--- config.mk ---
export PLATFORM = sky130hd
export DESIGN_NAME = gsc_top
export DESIGN_NICKNAME = d
export VERILOG_FILES = /design/src/gsc_pkg.sv /design/src/gsc_if.sv /design/src/gsc_sync.sv /design/src/gsc_top.sv
export SDC_FILE = /design/constraint.sdc
export NUM_CORES = 1
export LEC_CHECK = 0
export BUFFER_PORTS_ARGS = -buffer_cell sky130_fd_sc_hd__buf_2
export CORE_MARGIN = 3
export CORE_UTILIZATION = 36
export DETAILED_ROUTE_END_ITERATION = 7
export PLACE_DENSITY = 0.72
export SLEW_MARGIN = 20
export SYNTH_ARGS = -nofsm -noshare
export SYNTH_HDL_FRONTEND = slang
export SYNTH_SLANG_ARGS = --single-unit
--- constraint.sdc ---
create_clock -name clk -period 1 [get_ports clk]
set_input_delay 0.2 -clock clk [delete_from_list [all_inputs] [get_ports clk]]
set_output_delay 0.2 -clock clk [all_outputs]
set_load 0.02 [all_outputs]
--- src/gsc_pkg.sv ---
// Package for gate supply fault and commutation control
package gsc_pkg;
  // ****************************************
  // Fault flag indices
  // ****************************************
  localparam int NUM_FAULTS = 5;
  localparam int FLT_LOW_UV = 0;
  localparam int FLT_LOW_OV = 1;
  localparam int FLT_HIGH_UV = 2;
  localparam int FLT_HIGH_OV_REL = 3;
  localparam int FLT_HIGH_OV_ABS = 4;
  localparam logic [4:0] FLAGS_CLEAR = 5'h1F;
  localparam logic [4:0] PIN_EN_RESET = 5'h00;
  localparam logic [2:0] PHASE_OFF = 3'h0;
  // ****************************************
  // Drive methods
  // ****************************************
  typedef enum logic [0:0]
  {
    GSC_DRIVE_PWM  = 1'b0,
    GSC_DRIVE_COMM = 1'b1
  } gsc_drive_t;
endpackage : gsc_pkg

--- src/gsc_if.sv ---
// Interface carrying live fault comparator levels
`timescale 1ns/1ps
`default_nettype none
interface gsc_flt_if;
  import gsc_pkg::*;
  logic [NUM_FAULTS-1:0] active;
  modport src (output active);
  modport dst (input active);
endinterface : gsc_flt_if
`default_nettype wire

--- src/gsc_sync.sv ---
// Two-stage synchroniser for the comparator inputs
`timescale 1ns/1ps
`default_nettype none
module gsc_sync
  import gsc_pkg::*;
(
  input  wire logic                  clk,
  input  wire logic                  srst,
  input  wire logic [NUM_FAULTS-1:0] cmp_raw,
  gsc_flt_if.src                     flt
);
  logic [NUM_FAULTS-1:0] meta_r;
  logic [NUM_FAULTS-1:0] meta_nxt;
  logic [NUM_FAULTS-1:0] sync_r;
  logic [NUM_FAULTS-1:0] sync_nxt;

  always_comb
  begin
    meta_nxt = cmp_raw;
    sync_nxt = meta_r;
  end

  always_ff @(posedge clk)
  begin
    if (srst)
    begin
      meta_r <= '0;
      sync_r <= '0;
    end
    else
    begin
      meta_r <= meta_nxt;
      sync_r <= sync_nxt;
    end
  end

  assign flt.active = sync_r;
endmodule : gsc_sync
`default_nettype wire

--- src/gsc_top.sv ---
// Gate supply fault flags, alarm pin and drive method select
`timescale 1ns/1ps
`default_nettype none
module gsc_top
  import gsc_pkg::*;
#(
  parameter int NF = NUM_FAULTS
)
(
  input  wire logic                   clk,
  input  wire logic                   srst,
  input  wire logic                   global_powersave_release,
  input  wire logic                   pump_regulator_powersave_release,
  input  wire logic                   pump_powersave_release,
  input  wire logic [NF-1:0]          cmp_fault,
  input  wire logic [NF-1:0]          fault_pin_enable_one,
  input  wire logic                   status_clear,
  input  wire logic                   drive_method_select,
  input  wire logic                   drive_method_write,
  input  wire logic [2:0]             pwm_high_in,
  input  wire logic [2:0]             pwm_low_in,
  input  wire logic [2:0]             energized_high,
  input  wire logic [2:0]             energized_low,
  output logic                        pump_enable,
  output logic [NF-1:0]               fault_status_one,
  output logic [NF-1:0]               fault_live_monitor_one,
  output logic                        alarm_n,
  output gsc_pkg::gsc_drive_t         drive_method,
  output logic [2:0]                  gate_high_out,
  output logic [2:0]                  gate_low_out
);
  import gsc_pkg::*;

  // ****************************************
  // Comparator synchronisation
  // ****************************************
  gsc_flt_if flt ();

  gsc_sync u_sync
  (
    .clk     (clk),
    .srst    (srst),
    .cmp_raw (cmp_fault),
    .flt     (flt.src)
  );

  // ****************************************
  // Fault flags and alarm
  // ****************************************
  logic [NF-1:0] status_r;
  logic [NF-1:0] status_nxt;
  logic [NF-1:0] pin_hit;
  logic          alarm_n_r;
  logic          alarm_n_nxt;
  logic          pump_en_r;
  logic          pump_en_nxt;
  logic [NF-1:0] live_n;

  assign live_n = ~flt.active;

  always_comb
  begin
    status_nxt = status_r;
    // Clear releases flags; live fault wins
    if (status_clear)
    begin
      status_nxt = FLAGS_CLEAR;
    end
    status_nxt = status_nxt & live_n;
  end

  always_ff @(posedge clk)
  begin
    if (srst)
    begin
      status_r <= FLAGS_CLEAR;
    end
    else
    begin
      status_r <= status_nxt;
    end
  end

  // ****************************************
  // Alarm pin and pump enable
  // ****************************************
  genvar gi;

  for (gi = 0; gi < NF; gi++)
  begin : g_pin
    assign pin_hit[gi] = fault_pin_enable_one[gi] & ~status_nxt[gi];
  end

  always_comb
  begin
    alarm_n_nxt = ~|pin_hit;
  end

  always_ff @(posedge clk)
  begin
    if (srst)
    begin
      alarm_n_r <= 1'b1;
    end
    else
    begin
      alarm_n_r <= alarm_n_nxt;
    end
  end

  always_comb
  begin
    pump_en_nxt = global_powersave_release & pump_regulator_powersave_release
                  & pump_powersave_release;
  end

  always_ff @(posedge clk)
  begin
    if (srst)
    begin
      pump_en_r <= 1'b0;
    end
    else
    begin
      pump_en_r <= pump_en_nxt;
    end
  end

  assign fault_status_one       = status_r;
  assign fault_live_monitor_one = live_n;
  assign alarm_n                = alarm_n_r;
  assign pump_enable            = pump_en_r;

  // ****************************************
  // Gate pattern per phase
  // ****************************************
  logic [2:0] comm_high;
  logic [2:0] comm_low;
  genvar      gp;

  for (gp = 0; gp < $bits(pwm_high_in); gp++)
  begin : g_phase
    assign comm_high[gp] = pwm_high_in[gp] & energized_high[gp];
    assign comm_low[gp]  = energized_low[gp] & ~energized_high[gp];
  end

  // ****************************************
  // Drive method and gate outputs
  // ****************************************
  gsc_drive_t method_r;
  gsc_drive_t method_nxt;
  logic [2:0] high_r;
  logic [2:0] high_nxt;
  logic [2:0] low_r;
  logic [2:0] low_nxt;

  always_comb
  begin
    method_nxt = method_r;
    if (drive_method_write)
    begin
      method_nxt = gsc_drive_t'(drive_method_select);
    end
    case (method_r)
      GSC_DRIVE_COMM:
      begin
        high_nxt = comm_high;
        low_nxt  = comm_low;
      end
      default:
      begin
        high_nxt = pwm_high_in;
        low_nxt  = pwm_low_in;
      end
    endcase
  end

  always_ff @(posedge clk)
  begin
    if (srst)
    begin
      method_r <= GSC_DRIVE_PWM;
      high_r   <= PHASE_OFF;
      low_r    <= PHASE_OFF;
    end
    else
    begin
      method_r <= method_nxt;
      high_r   <= high_nxt;
      low_r    <= low_nxt;
    end
  end

  assign drive_method  = method_r;
  assign gate_high_out = high_r;
  assign gate_low_out  = low_r;
endmodule : gsc_top
`default_nettype wire

==> results of run 1 <==
-- worst max-delay path: stages (launching register included) --
cell	delay, ns
dfxtp_2	0.34
o21bai_4	0.16
a222oi_1	0.33
a21o_1	0.16
-- layer usage --
layer | global-route usage, % | vias to the layer above | part of all wire, %
met1 | 13.52 | 294 | 37
met5 | 0 | - | 0
met3 | 2.849 | 2 | 7.8
met4 | 7.660 | 0 | 1.4
li1 | - | 337 | -
met2 | 21.69 | 25 | 54
-- what timing repair did --
item | CTS | global route
setup endpoints to repair | 12 | 20
resized for setup | 31 | 20
hold endpoints to repair | 0 | 0
buffers inserted | 1 | 0
pin swaps | 1 | 2
-- registers in the layout, indices dropped and copies added (netlist names) --
name / count
gate_low_out: 3
alarm_n: 1
pump_enable: 1
gate_high_out: 3
u_sync.meta_r: 5
fault_status_one: 5
u_sync.flt.active: 5
drive_method: 1
-- final timing paths --
check                                                      from                         endpoint  slack [ns]  cells after the start
worst max-delay path            u_sync.flt.active[3]$_SDFF_PP0_               alarm_n$_SDFF_PP1_       -0.02                      3
worst max register to register  u_sync.flt.active[3]$_SDFF_PP0_               alarm_n$_SDFF_PP1_       -0.02                      3
worst min register to register      u_sync.meta_r[2]$_SDFF_PP0_  u_sync.flt.active[2]$_SDFF_PP0_        0.45                      1
worst min-delay path                               cmp_fault[0]      u_sync.meta_r[0]$_SDFF_PP0_        0.10                      2
-- cell usage after synthesis --
cell type  instances  share of area (%)
or2b_1             1               0.96
inv_1              5                2.4
nand2b_1           6                4.8
a222oi_1           1                1.3
nand3b_1           2                1.9
a22oi_1            1               0.96
dfxtp_1           24                 61
nor2b_1           14                 11
a21o_1             1               0.96
nor3b_1            3                2.9
clkbuf_1           2               0.96
o21bai_1           5                4.8
a21oi_1            3                1.9
and4b_1            1                1.3
nor2_1             2               0.96
mux2i_1            1                1.3
-- report_power, final --
part,switching [mW],total (mW),internal [mW]
sequential,0.0200,1.03,1.01
combinational,0.121,0.271,0.150
clock,0.246,0.386,0.140
total,0.387,1.68,1.30
-- logic make-up after synthesis --
| group | share of synthesized area, % |
|---|---|
| and+or+nand+nor | 24.00 |
| DFF | 61.44 |
| AOI/OAI and AO/OA | 9.921 |
| buffers and inverters | 3.361 |
| muxes | 1.280 |
-- area by class of cell --
type | instances | area [um2]
Sequential cell | 24 | 499.2
Tap cell | 27 | 33.78
Fill cell | 190 | 789.5
Timing Repair Buffer | 50 | 351.6
Inverter | 5 | 18.77
Clock buffer | 3 | 22.52
Multi-Input combinational cell | 41 | 286.5
-- per-stage QoR --
step,worst slack [ns],instance area [um2],utilization (%),hold WS [ns]
floorplan,0.02713,783.3,-,0.2716
global placement,0.03573,1057,52.81,0.4102
detailed placement,0.001127,1057,52.81,0.4116
CTS,-0.01622,1154,57.63,0.08824
global route,-0.06280,1212,60.56,0.09310
finish,-0.02072,1212,60.56,0.1001
==> results.sh, run 1 <==
export IMPL_status="finished with violations"
export IMPL_violations="setup timing"
export IMPL_place_gp_congestion=0.6515
export IMPL_syn_area_um2=782.0
export IMPL_clk_latency_ns=0.29
export IMPL_maxCapViolCount=0
export IMPL_drive_gt1_share_pct=57.72
export IMPL_end_kind="register"
export IMPL_power_mw=1.684
export IMPL_dp_hpwl_um=1213
export IMPL_finalClockSkew_ns=0.002294
export IMPL_setup_ws_ns=-0.02072
export IMPL_path_max_fanout=2
export IMPL_worst_setup_path_type="reg2reg"
export IMPL_rsz0062_at_grt="true"
export IMPL_grt_pass1_vias=614
export IMPL_grt_pass1_wl_um=2511
export IMPL_period_needed_ns=1.021
export IMPL_overflow=0
export IMPL_initial_core_util_pct=39.06
export IMPL_max_freq_mhz=979.7
export IMPL_die_y_um=52.61
export IMPL_dp_cells=146
export IMPL_required_ns=1.25
export IMPL_yosys_warnings=0
export IMPL_drt_wirelength_per_cell_um=10.59
export IMPL_hold_viol_final=0
export IMPL_cts_clk_slew_worst_paths_ns=0.11
export IMPL_firstDrtPassIters=6
export IMPL_die_w_um=52.61
export IMPL_worst_slew_pin_slew_ns=0.2999
export IMPL_cts_max_level=1
export IMPL_tns_ns=-0.02134
export IMPL_worstSetupStartpointType="register"
export IMPL_cts_root_buf="clkbuf_4"
export IMPL_final_cell_mix="29 x buf_2, 14 x nor2b_1, 13 x buf_6"
export IMPL_synth_nets=102
export IMPL_vias_per_cell=4.387
export IMPL_ys_seq_area_share_pct=61.44
export IMPL_final_setup_viol_count=2
export IMPL_fin_cells=150
export IMPL_cts_buffers=3
export IMPL_grt_total_usage_pct=12.49
export IMPL_drt_drc_violations_left=0
export IMPL_route_vias_total=658
export IMPL_netlist_instances=72
export IMPL_postRouteAntennaNets=0
export IMPL_relSlewSlack_pct=80.00
export IMPL_synth_area_per_cell_um2=10.86
export IMPL_grt_max_degree=20
export IMPL_synth_seq_cells=24
export IMPL_antenna_found_initial=0
export IMPL_clock_path_buffers=2
export IMPL_portBuffers=48
export IMPL_first_iter_violations=3
export IMPL_drt_total_wl_um=1588
export IMPL_row_count=16
export IMPL_powerDensity_nw_per_um2=1389
export IMPL_ctsHoldBuffers=0
export IMPL_vdd_drop_max_mv=0.6647
export IMPL_layout_commonest_cell="buf_2"
export IMPL_die_area_um2=2767
export IMPL_slew_violations=0
export IMPL_yosysUniqueCellTypes=16
export IMPL_critPathArrivalTime_ns=1.27
export IMPL_core_um2=2002
export IMPL_fin_crit_sh_pct=102.1
export IMPL_numClockSinks=24
export IMPL_min_path_type="in2reg"
export IMPL_area_delta_synth_final_pct=55.04
export IMPL_num_io_pins=49
export IMPL_antenna_cells=0
export IMPL_nets=155
export IMPL_p_leak_nw=0.5475
export IMPL_cts_tree="built"
Note: power is estimated with default switching activity, not from simulation.
==> run 2, diff against run 1 <==
Settings changed: ABC_AREA set to 1, CELL_PAD_IN_SITES_DETAIL_PLACEMENT set to 1, CELL_PAD_IN_SITES_GLOBAL_PLACEMENT set to 2, CORE_UTILIZATION 36 to 19, PLACE_DENSITY 0.72 to unset, PLACE_DENSITY_LB_ADDON set to 0.1, SYNTH_HIERARCHICAL set to 1.
==> run 2 against run 1 <==
Net effect: the flow now finishes without violations; clock power is 42% higher; register-to-register slack better by 0.10 ns; design area is 3.4% lower; critical path type is now reg2out; critical endpoint is now fault_live_monitor_one[4].
==> results.sh, run 2 <==
export IMPL_status="completed"
export IMPL_vias_per_cell=3.731
export IMPL_period_needed_ns=0.9644
export IMPL_antenna_found_initial=0
export IMPL_max_stage_delay_ns=0.31
export IMPL_layout_commonest_cell="buf_2"
export IMPL_synth_top_cell_by_area="dfxtp_1"
export IMPL_whs_path_depth=3
export IMPL_p_leak_nw=0.5951
export IMPL_multi_input_area_um2=211.5
export IMPL_stdcell_area_um2=1171
export IMPL_clk_latency_ns=0.26
export IMPL_initial_core_util_pct=20.49
export IMPL_vdd_drop_max_mv=0.6691
export IMPL_synth_seq_cells=24
export IMPL_fillers=469
export IMPL_grt_pass1_vias=699
export IMPL_cts_max_level=1
export IMPL_synthAdderAreaFrac_pct=0
export IMPL_route_vias_total=720
export IMPL_synth_edf_count=0
export IMPL_finalClockSkew_ns=0.003926
export IMPL_final_cell_mix="38 x buf_2, 20 x dfxtp_1, 17 x nand2_1"
export IMPL_cts_tree="built"
export IMPL_critPathArrivalTime_ns=0.76
export IMPL_end_kind="output port"
export IMPL_powerDensity_nw_per_um2=1553
export IMPL_antenna_cells=0
export IMPL_hold_viol_final=0
export IMPL_path_max_fanout=2
export IMPL_yosysUniqueCellTypes=11
export IMPL_synth_compound_area_share_pct=9.164
export IMPL_ys_top_cells_by_count="24 x dfxtp_1, 18 x inv_1, 17 x nand2_1"
export IMPL_die_w_um=70
export IMPL_syn_area_um2=778.2
export IMPL_dp_cells=189
export IMPL_postSynth_asyncResetShare_pct=0
export IMPL_reg2reg_from="drive_method$_SDFFE_PP0P_"
export IMPL_worst_setup_path_type="reg2out"
export IMPL_drt_total_wl_um=1997
export IMPL_first_iter_violations=19
export IMPL_drt_wirelength_per_cell_um=10.35
export IMPL_grt_pass1_wl_um=3208
export IMPL_relSlewSlack_pct=87.85
export IMPL_portBuffers=48
export IMPL_yosysMostFrequentCell="dfxtp_1"
export IMPL_min_path_type="in2reg"
export IMPL_ys_top_cells_by_area="dfxtp_1 62%, inv_1 8.7%, nand2_1 8.2%, nor2_1 5.8%, a21oi_1 4.5%"
export IMPL_overflow=0
export IMPL_maxCapViolCount=0
export IMPL_worstSetupStartpointType="register"
export IMPL_synth_nets=123
export IMPL_firstDrtPassIters=4
export IMPL_cts_root_buf="clkbuf_8"
export IMPL_r2r_end="drive_method$_SDFFE_PP0P_"
export IMPL_grt_max_degree=13
export IMPL_cts_buffers=3
export IMPL_synthSimpleGateAreaFrac_pct=18.01
export IMPL_worstRegToRegCells=5
export IMPL_area_delta_synth_final_pct=50.48
export IMPL_fin_cells=193
export IMPL_r2r_slack_ns=0.08
export IMPL_synth_area_per_cell_um2=8.368
export IMPL_nets=177
export IMPL_clock_path_buffers=2
export IMPL_drive_gt1_share_pct=44.83
export IMPL_required_ns=0.80
export IMPL_synth_top_area_share_pct=61.74
export IMPL_numClockSinks=24
export IMPL_dp_hpwl_um=1596
export IMPL_fin_crit_sh_pct=96.44
export IMPL_synth_ff_type="dfxtp_1"
export IMPL_grt_total_usage_pct=8.507
export IMPL_seqCellArea_um2=488.0
export IMPL_rsz0062_at_grt="true"
export IMPL_drt_drc_violations_left=0
export IMPL_synth_mux_area_share_pct=0
export IMPL_netlist_instances=93
export IMPL_postRouteAntennaNets=0
export IMPL_yosys_warnings=6
export IMPL_core_um2=3799
export IMPL_slew_violations=0
export IMPL_holdPathEnd="u_sync/meta_r[2]$_SDFF_PP0_"
export IMPL_die_y_um=70
export IMPL_worst_slew_pin_slew_ns=0.1823
export IMPL_die_area_um2=4900
export IMPL_final_setup_viol_count=0
export IMPL_cts_clk_slew_worst_paths_ns=0.07
export IMPL_num_io_pins=49
export IMPL_place_area_um2=1075
export IMPL_row_count=22
export IMPL_synth_top_family_by_area="simple AND/OR/NAND/NOR gates"
export IMPL_crit_chain="inv_1 > buf_4"
export IMPL_ys_seq_area_share_pct=61.74
export IMPL_crit_path_top_delay_cell="dfxtp_1"
export IMPL_max_freq_mhz=1037
export IMPL_place_gp_congestion=0.7101
export IMPL_synth_xor_area_share_pct=0
export IMPL_min_from="cmp_fault[2]"
export IMPL_holdWs_ns=0.1401
[run 2: logic make-up after synthesis]
group	count (synthesis)
AOI/OAI and AO/OA	13
buffers and inverters	21
DFF	24
and+or+nand+nor	35
[run 2: how the worst max path moves through the flow]
stage,from,end,slack [ns]
6_report,u_sync/flt.active[4]$_SDFF_PP0_,fault_live_monitor_one[4],0.04
3_5_place_dp,drive_method$_SDFFE_PP0P_,drive_method,0.1
2_1_floorplan,drive_method$_SDFFE_PP0P_,drive_method$_SDFFE_PP0P_,0.13
5_1_grt,u_sync/flt.active[4]$_SDFF_PP0_,fault_live_monitor_one[4],-0.02
4_1_cts,u_sync/flt.active[4]$_SDFF_PP0_,fault_live_monitor_one[4],0.0001
3_3_place_gp,status_clear,alarm_n$_SDFF_PP1_,0.12
[run 2: metrics by stage]
step | TNS (ns) | util, % | setup WS (ns) | total power, mW
2_1_floorplan | 0 | - | 0.1345 | 1.162
3_3_place_gp | 0 | 28.29 | 0.1186 | 1.278
3_5_place_dp | 0 | 28.29 | 0.09868 | 1.282
4_1_cts | 0 | 30.27 | 0.0001334 | 1.869
5_1_grt | -0.02520 | 30.83 | -0.02283 | 1.946
6_report | 0 | 30.83 | 0.03564 | 1.819
[run 2: routing by layer]
| layer | vias to the layer above | routed length, um | GRT usage [%] |
|---|---|---|---|
| met4 | 0 | 31 | 4.468 |
| met1 | 302 | 860 | 9.532 |
| met5 | - | 0 | 0 |
| met3 | 4 | 180 | 4.317 |
| li1 | 382 | - | - |
| met2 | 32 | 924 | 13.12 |
[run 2: report_power, final]
part / internal, mW / switching, mW
Combinational: 0.113 / 0.140
Sequential: 1.00 / 0.0160
Clock: 0.269 / 0.278
[run 2: critical path: cells and delay by family, from the launching register on]
family                 cells  cell delay [ns]
DFF                        1             0.31
buffers and inverters      2             0.20
[run 2: timing repair]
| item | in CTS | in global routing |
|---|---|---|
| endpoints found under the hold margin | 0 | 0 |
| setup buffers | 1 | 0 |
| hold buffers | 0 | 0 |
| gates resized for setup | 12 | 11 |
| endpoints found under the setup margin | 5 | 9 |
[run 2: area by class of cell]
| cell class | count | share of cell area, % |
|---|---|---|
| well taps | 48 | 5.128 |
| inverters | 20 | 6.410 |
| multi-input cells | 48 | 18.06 |
| repair buffers | 50 | 25.21 |
| flip-flops and latches | 24 | 41.67 |
| clock buffers | 3 | 3.526 |
